==> src/rtl/asfb_consts.vh <==
// constants for the api status frame builder: frame layout, types, codes
// assumes inclusion by bare name from the design files
`ifndef ASFB_CONSTS_VH
`define ASFB_CONSTS_VH
`define ASFB_START_DELIM 8'h7E
`define ASFB_CSUM_BASE 8'hFF
`define ASFB_TYPE_RESP 8'h97
`define ASFB_TYPE_EXT 8'h98
`define ASFB_EXT_SECURE_BIT 3
`define ASFB_ST_ESTAB 8'h3B
`define ASFB_ST_ENDED 8'h3C
`define ASFB_ST_AUTHFAIL 8'h3D
`define ASFB_CMD_TXFAIL 8'h04
`define ASFB_CMD_ERROR 8'h01
`define ASFB_REASON_PEER 8'h00
`define ASFB_OFS_LEN_HI 5'h01
`define ASFB_OFS_LEN_LO 5'h02
`define ASFB_CMD_MAX 8'h04
`define ASFB_REASON_MAX 8'h04
`define ASFB_OFS_TYPE 5'h03
`define ASFB_OFS_ID 5'h04
`define ASFB_OFS_SRC64 5'h05
`define ASFB_OFS_SRC16 5'h0D
`define ASFB_OFS_CMD 5'h0F
`define ASFB_OFS_STAT 5'h11
`define ASFB_OFS_PARAM 5'h12
`define ASFB_OFS_EADDR 5'h05
`define ASFB_OFS_EOPT 5'h0D
`define ASFB_OFS_ETMO 5'h0E
`define ASFB_RESP_FIXLEN 16'h000F
`define ASFB_EXT_LEN_ESTAB 16'h000D
`define ASFB_EXT_LEN_OTHER 16'h000B
`endif

==> src/rtl/asfb_csum.v <==
// running checksum over the frame body, offset 3 up to the checksum byte
// assumes the caller pulses clear at frame start and add for each body byte
`timescale 1ns/10ps
`include "asfb_consts.vh"
module asfb_csum
(
  // clock and reset
  input wire clk_i,
  input wire sys_rst_i,
  // byte feed
  input wire clear_i,
  input wire add_i,
  input wire [7:0] byte_i,
  // result
  output wire [7:0] csum_o
);
  reg [7:0] sum;
  always @(posedge clk_i)
  begin
    if (sys_rst_i || clear_i)
      sum <= 8'h00;
    else if (add_i)
      sum <= sum + byte_i;
  end
  assign csum_o = `ASFB_CSUM_BASE - sum;
endmodule

==> src/rtl/asfb_frame_builder.v <==
// api status frame builder: remote command response and extended status frames
// assumes the host port below accepts one byte per cycle when tx_ready_i is high
// Overview of operation
// - a response to a parameter change ends after the status byte, then the checksum.
// - a response to a query appends the current value from offset 18 before the checksum.
// - the last byte is 0xFF minus the low byte of the sum of bytes from offset 3 onward.
// - the response of type 0x97 carries the frame identifier of the request.
// - every frame carries a 16-bit length at offset 1 counting bytes up to the checksum.
// - in unescaped api mode bytes go out as they are, with no escape sequences.
// - extended status frames of type 0x98 go out only while option bit 3 is set.
// - an extended status frame has its status code at offset 4, data, then checksum.
// - a secure-session event 0x3B, 0x3C or 0x3D, taken while idle with no nonzero-id response request, yields an extended status frame when enabled.
// - status 0x3B appends the 64-bit client address, options byte, 16-bit timeout.
// - status 0x3C appends the 64-bit peer address and a reason code 0x00 to 0x04.
// - status 0x3D appends the 64-bit client address and an 8-bit error code.
// - a response goes out only for a nonzero frame identifier.
// - the response status byte is 0x00 to 0x04 for ok, error, bad command, bad value, failure.
// - the response has id at 4, 64-bit source at 5, 16-bit at 13, command at 15, status at 17.
`timescale 1ns/10ps
`include "asfb_consts.vh"
module asfb_frame_builder
#(
  parameter PARAM_MAX = 8
)
(
  // clock and reset
  input wire clk_i,
  input wire sys_rst_i,
  // configuration
  input wire [7:0] extended_api_options_i,
  input wire [1:0] api_mode_select_i,
  // remote command response request
  input wire resp_req_i,
  input wire [7:0] resp_id_i,
  input wire [63:0] resp_src64_i,
  input wire [15:0] resp_src16_i,
  input wire [15:0] resp_cmd_i,
  input wire [7:0] resp_status_i,
  input wire resp_is_query_i,
  input wire [PARAM_MAX*8-1:0] resp_param_i,
  input wire [3:0] resp_param_len_i,
  // secure session event request
  input wire sess_req_i,
  input wire [7:0] sess_status_i,
  input wire [63:0] sess_addr_i,
  input wire [7:0] sess_opt_i,
  input wire [15:0] sess_tmo_i,
  input wire [7:0] sess_code_i,
  // byte stream to the host port
  input wire tx_ready_i,
  output reg tx_valid_o,
  output reg [7:0] tx_data_o,
  output reg tx_last_o,
  // status
  output reg resp_busy_o,
  output reg sess_busy_o,
  output reg escape_req_o
);
  localparam S_IDLE = 2'b00;
  localparam S_SEND = 2'b01;
  localparam S_CSUM = 2'b10;
  // param_max must stay below 15 so the 5-bit offset counter reaches the checksum
  localparam [3:0] PLEN_MAX = PARAM_MAX[3:0];

  reg [1:0] state;
  reg kind_ext;
  reg [4:0] ofs;
  reg [15:0] body_len;
  reg [7:0] f_id;
  reg [63:0] f_addr;
  reg [15:0] f_src16;
  reg [15:0] f_cmd;
  reg [7:0] f_stat;
  reg [7:0] f_opt;
  reg [15:0] f_tmo;
  reg [7:0] f_code;
  reg [PARAM_MAX*8-1:0] f_param;
  reg [3:0] f_plen;
  reg resp_pend;
  reg sess_pend;
  reg [7:0] cur_byte;
  reg [7:0] field_idx;
  wire [7:0] csum;
  wire stall;
  wire body_byte;
  wire last_body;
  wire take_ok;

  assign stall = tx_valid_o && !tx_ready_i;
  // one request at a time, and only once the previous checksum has left
  assign take_ok = (state == S_IDLE) && !resp_pend && !sess_pend && !tx_valid_o;
  assign body_byte = (state == S_SEND) && !stall && (ofs >= `ASFB_OFS_TYPE);
  assign last_body = ({11'h000, ofs} == body_len + {11'h000, `ASFB_OFS_LEN_LO});

  function [7:0] pick_byte;
    input [63:0] word;
    input [2:0] idx;
    begin
      pick_byte = word[63 - idx * 8 -: 8];
    end
  endfunction

  function [15:0] ext_len;
    input [7:0] st;
    begin
      if (st == `ASFB_ST_ESTAB)
        ext_len = `ASFB_EXT_LEN_ESTAB;
      else
        ext_len = `ASFB_EXT_LEN_OTHER;
    end
  endfunction

  asfb_csum u_csum
  (
    .clk_i(clk_i),
    .sys_rst_i(sys_rst_i),
    .clear_i(state == S_IDLE),
    .add_i(body_byte),
    .byte_i(cur_byte),
    .csum_o(csum)
  );

  // byte at the current offset, in ascending order
  always @*
  begin
    cur_byte = 8'h00;
    field_idx = 8'h00;
    case (ofs)
      5'h00: cur_byte = `ASFB_START_DELIM;
      `ASFB_OFS_LEN_HI: cur_byte = body_len[15:8];
      `ASFB_OFS_LEN_LO: cur_byte = body_len[7:0];
      `ASFB_OFS_TYPE: cur_byte = kind_ext ? `ASFB_TYPE_EXT : `ASFB_TYPE_RESP;
      `ASFB_OFS_ID: cur_byte = kind_ext ? f_stat : f_id;
      default:
      begin
        if (kind_ext)
        begin
          if (ofs < `ASFB_OFS_EOPT)
            cur_byte = pick_byte(f_addr, ofs[2:0] - 3'h5);
          else if (ofs == `ASFB_OFS_EOPT)
            cur_byte = (f_stat == `ASFB_ST_ESTAB) ? f_opt : f_code;
          else
            cur_byte = (ofs == `ASFB_OFS_ETMO) ? f_tmo[15:8] : f_tmo[7:0];
        end
        else if (ofs < `ASFB_OFS_SRC16)
          cur_byte = pick_byte(f_addr, ofs[2:0] - 3'h5);
        else if (ofs < `ASFB_OFS_CMD)
          cur_byte = (ofs == `ASFB_OFS_SRC16) ? f_src16[15:8] : f_src16[7:0];
        else if (ofs < `ASFB_OFS_STAT)
          cur_byte = (ofs == `ASFB_OFS_CMD) ? f_cmd[15:8] : f_cmd[7:0];
        else if (ofs == `ASFB_OFS_STAT)
          cur_byte = f_stat;
        else
        begin
          field_idx = {3'h0, ofs - `ASFB_OFS_PARAM};
          cur_byte = f_param[field_idx * 8 +: 8];
        end
      end
    endcase
  end

  always @(posedge clk_i)
  begin
    if (sys_rst_i)
    begin
      state <= S_IDLE;
      kind_ext <= 1'b0;
      ofs <= 5'h00;
      body_len <= 16'h0000;
      f_id <= 8'h00;
      f_addr <= 64'h0;
      f_src16 <= 16'h0000;
      f_cmd <= 16'h0000;
      f_stat <= 8'h00;
      f_opt <= 8'h00;
      f_tmo <= 16'h0000;
      f_code <= 8'h00;
      f_param <= {PARAM_MAX*8{1'b0}};
      f_plen <= 4'h0;
      resp_pend <= 1'b0;
      sess_pend <= 1'b0;
      tx_valid_o <= 1'b0;
      tx_data_o <= 8'h00;
      tx_last_o <= 1'b0;
      resp_busy_o <= 1'b0;
      sess_busy_o <= 1'b0;
      escape_req_o <= 1'b0;
    end
    else
    begin
      escape_req_o <= 1'b0;
      // latch requests while idle; a zero id never produces a response
      // holding off while anything is pending keeps the shared fields intact
      if (take_ok && resp_req_i && resp_id_i != 8'h00)
      begin
        resp_pend <= 1'b1;
        f_id <= resp_id_i;
        f_addr <= resp_src64_i;
        f_src16 <= resp_src16_i;
        f_cmd <= resp_cmd_i;
        f_stat <= (resp_status_i > `ASFB_CMD_MAX) ? `ASFB_CMD_ERROR : resp_status_i;
        f_param <= resp_param_i;
        f_plen <= !resp_is_query_i ? 4'h0 :
                  (resp_param_len_i > PARAM_MAX) ? PLEN_MAX : resp_param_len_i;
      end
      else if (take_ok && sess_req_i &&
               extended_api_options_i[`ASFB_EXT_SECURE_BIT] &&
               (sess_status_i == `ASFB_ST_ESTAB || sess_status_i == `ASFB_ST_ENDED ||
                sess_status_i == `ASFB_ST_AUTHFAIL))
      begin
        sess_pend <= 1'b1;
        f_stat <= sess_status_i;
        f_addr <= sess_addr_i;
        f_opt <= sess_opt_i;
        f_tmo <= sess_tmo_i;
        f_code <= (sess_status_i == `ASFB_ST_ENDED && sess_code_i > `ASFB_REASON_MAX) ?
                  `ASFB_REASON_PEER : sess_code_i;
      end
      resp_busy_o <= resp_pend;
      sess_busy_o <= sess_pend;
      case (state)
        S_IDLE:
        begin
          if (resp_pend)
          begin
            kind_ext <= 1'b0;
            body_len <= `ASFB_RESP_FIXLEN + {12'h000, f_plen};
            ofs <= 5'h00;
            state <= S_SEND;
          end
          else if (sess_pend)
          begin
            kind_ext <= 1'b1;
            body_len <= ext_len(f_stat);
            ofs <= 5'h00;
            state <= S_SEND;
          end
        end
        S_SEND:
        begin
          if (!stall)
          begin
            tx_valid_o <= 1'b1;
            tx_data_o <= cur_byte;
            tx_last_o <= 1'b0;
            if (last_body)
              state <= S_CSUM;
            else
              ofs <= ofs + 5'h01;
          end
        end
        S_CSUM:
        begin
          if (!stall)
          begin
            tx_data_o <= csum;
            tx_last_o <= 1'b1;
            state <= S_IDLE;
            if (kind_ext)
              sess_pend <= 1'b0;
            else
              resp_pend <= 1'b0;
          end
        end
        default:
          state <= S_IDLE;
      endcase
      if (state != S_SEND && state != S_CSUM && tx_valid_o && tx_ready_i)
      begin
        tx_valid_o <= 1'b0;
        tx_last_o <= 1'b0;
      end
    end
  end
endmodule

==> config.mk <==
export PLATFORM = sky130hd
export DESIGN_NAME = asfb_frame_builder
export DESIGN_NICKNAME = d
export VERILOG_FILES = /design/src/rtl/asfb_csum.v /design/src/rtl/asfb_frame_builder.v
export VERILOG_INCLUDE_DIRS = /design/src /design/src/rtl
export SDC_FILE = /design/constraint.sdc
export NUM_CORES = 1
export LEC_CHECK = 0
export ABC_AREA = 1
export BUFFER_PORTS_ARGS = -buffer_cell sky130_fd_sc_hd__buf_4
export CAP_MARGIN = 15
export CORE_ASPECT_RATIO = 1.4
export CORE_MARGIN = 4
export CORE_UTILIZATION = 58
export DETAILED_ROUTE_END_ITERATION = 10
export GPL_ROUTABILITY_DRIVEN = 0
export GPL_TIMING_DRIVEN = 1
export PLACE_DENSITY = 0.94
export SYNTH_ARGS = -nofsm -noshare
export SYNTH_HDL_FRONTEND = slang
export SYNTH_SLANG_ARGS = --single-unit
==> constraint.sdc <==
create_clock -name clk_i -period 8.84 [get_ports clk_i]
set_clock_uncertainty 0.2 [all_clocks]
set_input_delay 1.768 -clock clk_i [delete_from_list [all_inputs] [get_ports clk_i]]
set_output_delay 1.768 -clock clk_i [all_outputs]
set_load 0.05 [all_outputs]
== Word level (Yosys, flattened, before mapping) ==
Cells that the tools add are included.
Cells by class
  shift-type cells: 2
  reductions and logical operators: 37
  multiplexer cells: 53
  bitwise operators: 2
  equality and inequality tests: 22
  $lt $le $gt $ge: 7
  $add $sub $neg: 8
Operators by type and width (count)
  $mux W8: 18
  $mux W64: 2
  $shiftx A71 B33 Y8: 1
  $shiftx A64 B9 Y8: 1
  $pmux W8 S5: 1
  $eq A8 B6 Y1 const B: 4
  $mux W16: 2
  $mux W5: 4
  $add A16 B2 Y16 const B: 1
  $eq A5 B16 Y1: 1
  $gt A8 B3 Y1 const B: 2
  $pmux W8 S2: 1
  $eq A5 B4 Y1 const B: 3
  $logic_and A1 B1 Y1: 15
  $mux W1: 13
  $mux W4: 3
  $eq A5 B2 Y1 const B: 2
  $lt A5 B4 Y1 const B: 2
  $mux W2: 5
  $ne A2 B2 Y1 const B: 5
  $pmux W5 S2: 1
  $add A8 B8 Y8: 1
  $reduce_and A4 Y1: 2
  $reduce_bool A2 Y1: 4
  28 further kinds: 37
Word-level totals
  output and inout port bits: 13
  bits in registers: 258

== Longest topological paths before layout ==
  depth in word-level cells: 12
  depth in mapped cells: 28
  mapped depth without buffers: 27

== Hierarchy ==
Synthesis repeated with hierarchy kept, for this count alone.
Unflattened totals
  cell total of the unflattened synthesis: 1923
  area total of the unflattened synthesis: 13090.1 um2
By module, submodules not included
  asfb_frame_builder: times used 1, seq. area each 4784.6 um2, cells an instance 1824, area each 12396.9 um2
  asfb_csum: times used 1, seq. area each 160.2 um2, cells an instance 99, area each 693.2 um2

== Worst setup path before layout ==
OpenSTA, ideal clock, no wires.
  path kind: register to register
  start: register ofs[0]
  end: register u_csum.sum[7]
  library setup time: 0.064 ns
  period minus slack after synthesis: 3.848 ns
  arrival time: 3.585 ns
  setup slack: 4.992 ns
  stages on the path, launching flop included: 28
  cell sequence: dfxtp_1 -> buf_6 -> inv_2 -> buf_4 -> buf_2 -> ha_1 -> buf_2 -> inv_1 -> buf_2 -> a21oi_1 -> a221oi_1 -> or3_1 -> nand3_1 -> nand2_1 -> ha_1 -> a21oi_1 -> nand2_1 -> nand2_1 -> nand2_1 -> a21oi_1 -> o21ai_0 -> a21oi_1 -> inv_1 -> nand3_1 -> nand2_1 -> nor2_1 -> nor2_1 -> nor2_1
Between the ends
  word-level cells in the longest chain between the ends: 9
  elaborated cells on any way between the ends: 31
Ends and longest elaborated chain
  start, declared: RTL line asfb_frame_builder.v:67  | reg [4:0] ofs;
  start signal, assigned: RTL line asfb_frame_builder.v:249  | ofs <= ofs + 5'h01;
  parallel branches: the longest is 9 deep, another holds $add A8 B8 Y8
  end signal, assigned: RTL line asfb_csum.v:23  | sum <= sum + byte_i;
  end, declared: RTL line asfb_csum.v:17  | reg [7:0] sum;
Parallel ways; which one is timed is not known.
A chain may end at the register's enable or synchronous reset.

== Worst setup path after layout ==
  start: register ofs[1]
  end: register u_csum.sum[7]
The elaborated chain is that of the path after synthesis.

==> results.toml <==
[power]
irDropWorstVdd_v = 0.000172
p_int_mw = 2.59
p_per_area_nw_per_um2 = 283
leakage_nw = 6.50
p_clk_share_pct = 24.2
switching_share_pct = 39.5
combPwrFrac_pct = 37.7
switching_power_mw = 1.69
seqPwrFrac_pct = 38.2

[logic_synthesis]
synth_ff_type = "dfxtp_1"
ys_ff_latch = 247
yosysUniqueCellTypes = 42
yosysSeqAreaShare_pct = 40.4
synth_edf_count = 0
synth_area_leader_cell = "dfxtp_1"
async_reset_ff_share_pct = 0
synth_common_cells = "nand2_1 (327), nor2_1 (304), o21ai_0 (264), dfxtp_1 (247), a21oi_1 (125)"
syn_nets = 2103
syn_inst = 1779
synth.most_common_cell = "nand2_1"
netlist_area_sq_um = 12200
ys_warn_count = 0
avgSynthCellArea_sq_um = 6.88
yosysTopAreaCellShare_pct = 40.4
ys_top_cells_by_area = "dfxtp_1 (40%), o21ai_0 (11%), nand2_1 (10%), nor2_1 (9.3%), a21oi_1 (5.1%)"

[critical_path]
cp_max_fo = 18
cp.arrival_ps = 5330
worstSetupPathType = "flip-flop to flip-flop"
worstPathRequired_ps = 9110
reg2regPathDepth = 22
cp-start-kind = "flip-flop"
worst_setup_path_end_kind = "flip-flop"
rrSetupSlack_ps = 3780

[clocking]
numCtsBuffers = 23
cts_resized = 0
clkSlewWorstSetupHoldPaths_ps = 70
htreeDepth = 1
cts_sinks = 247
clock_path_buffers = 3
cts_tree = "built"
cts-root-buf = "clkbuf_16"
insertion_delay_ps = 540
ctsHoldBuffers = 0
cts_setup_buffers = 0

[floorplan]
io_pins = 313
rows = 62
die-area_sq_um = 23500
fp.dieW_microns = 131
die_h_microns = 180
initial_core_util_pct = 59.3
design.core.area_sq_um = 20600

[global_routing]
met2_usage_pct = 52.3
grt_pass1_vias = 12809
grt-busiest-layer = "met2"
grt_use_met1_pct = 37.6
gr-total-overflow = 0
grt_max_degree = 131
grt_pass1_wl_mm = 61.4
grt_use_total_pct = 31.8
grt.met3_usage_pct = 5.91
antenna_found_initial = 0

[route]
finalWirelength_mm = 39.3
ant_nets = 0
first_iter_violations = 1389
first_pass_iters = 6
vias = 13374
wl_per_cell_microns = 17.4
route.detailed.drc = 0
viasPerCell = 5.91

[sta]
slew_headroom_pct = 24.8
worst_pin_slew_ps = 1130
rsz0062_at_grt = "no"
whs_ps = 255
hold_violations = 0
finalCritPeriodShare_pct = 57.3
finalSetupViolations = 0
period_needed_ps = 5060
tns_ps = 0
fmax_mhz = 198
slew_viol_final = 0

[flow_run]
drv_cap = 0

[run_status]
status = "finished clean"

[finish]
area_growth_pct = 23.7
antenna_cells = 0
nFillCells = 1548
final_util_pct = 73.3
fin_cells = 2262
drive_gt1_share_pct = 18.8
layout.nets = 2315

[place]
numPortBuffers = 302
dp_hpwl_mm = 27.4
dp.cells = 2222

[hold_path]
min_path_cells = 2
hold_path.class = "flip-flop to flip-flop"
[area by class of cell]
cell class	count	area, sq um	area share, %
multi-input cells	1301	6330	41.9
flip-flops and latches	247	4950	32.7
repair buffers	312	2340	15.5
clock buffers	36	724	4.79
inverters	106	403	2.66
well taps	256	320	2.12
clock inverters	4	60.1	0.397
[layer usage]
layer | routed length (microns) | part of all wire, % | vias up
met3 | 3510 | 8.9 | 184
met2 | 18700 | 48 | 793
li1 | - | - | 6380
met5 | 0 | 0 | -
met4 | 2810 | 7.2 | 0
met1 | 14200 | 36 | 6017
[stage by stage]
step	area, sq um	setup slack [ps]	total power, mW
2_1_floorplan	12200	4990	2.76
3_3_place_gp	14300	3740	3.15
3_5_place_dp	14300	3610	3.21
4_1_cts	15100	3870	4.25
5_1_grt	15100	3410	4.54
6_report	15100	3780	4.28
[layout by cell type (no fill, tap or decap), types with 3 or more instances in the layout]
cell type	n
a211oi_1	11
a21oi_1	125
a221oi_1	15
a22o_1	7
a31oi_1	81
buf_4	312
clkbuf_1	3
clkbuf_16	23
clkbuf_8	10
clkinv_1	3
dfxtp_1	246
ha_1	23
inv_1	92
inv_2	9
nand2_1	326
nand3_1	46
nand4_1	3
nor2_1	304
nor2_2	6
nor3_1	11
o211ai_1	23
o21ai_0	264
o21ai_1	11
o22ai_1	5
or3_1	6
xnor2_1	4
xor2_1	9
[sequential cells by signal (all words and copies together) (netlist names), 8 cells and up]
| name | cells |
|---|---|
| f_addr | 64 |
| f_cmd | 16 |
| f_code | 8 |
| f_id | 8 |
| f_opt | 8 |
| f_param | 64 |
| f_src16 | 16 |
| f_stat | 8 |
| f_tmo | 16 |
| tx_data_o | 8 |
| u_csum.sum | 8 |
[power groups by stage]
stage | combinational, mW | clock, mW | sequential, mW
after global routing | 1.80 | 1.08 | 1.67
after detailed placement | 1.57 | 0 | 1.64
after global placement | 1.52 | 0 | 1.63
final | 1.61 | 1.04 | 1.63
after floorplan | 1.14 | 0 | 1.62
after CTS | 1.58 | 1.04 | 1.63
[worst paths after layout]
path,startpoint,endpoint
worst max-delay path,ofs[1],u_csum.sum[7]
worst min-delay path,f_cmd[7],f_cmd[7]
worst max register to register,ofs[1],u_csum.sum[7]
worst min register to register,f_cmd[7],f_cmd[7]
[cell families (layout without fill, tap and decap cells)]
logic type	after synthesis	after routing	share of synthesized area (%)
and+or+nand+nor	716	716	23.3
AOI/OAI and AO/OA	546	546	24.7
DFF	247	247	40.4
buffers and inverters	231	458	7.89
adders and majority gates	24	24	2.52
xor gates and xnor gates	14	14	1.16
other	1	1	0.0307
[critical path, cell delays in order, from the launching register on]
cell      delay, ps
dfxtp_1         620
inv_1           270
ha_1            800
inv_1           450
a21oi_1         250
a221oi_1        130
or3_1           380
nand3_1         140
nand2_1          70
ha_1            360
a21oi_1         150
nand2_1         110
nand2_1          70
nand2_1          40
a21oi_1         170
o21ai_0         100
a21oi_1         180
inv_1            80
nand3_1         110
nand2_1          60
nor2_1           90
nor2_1           50
nor2_1          120
No activity file was read; power rests on OpenSTA's default activity.
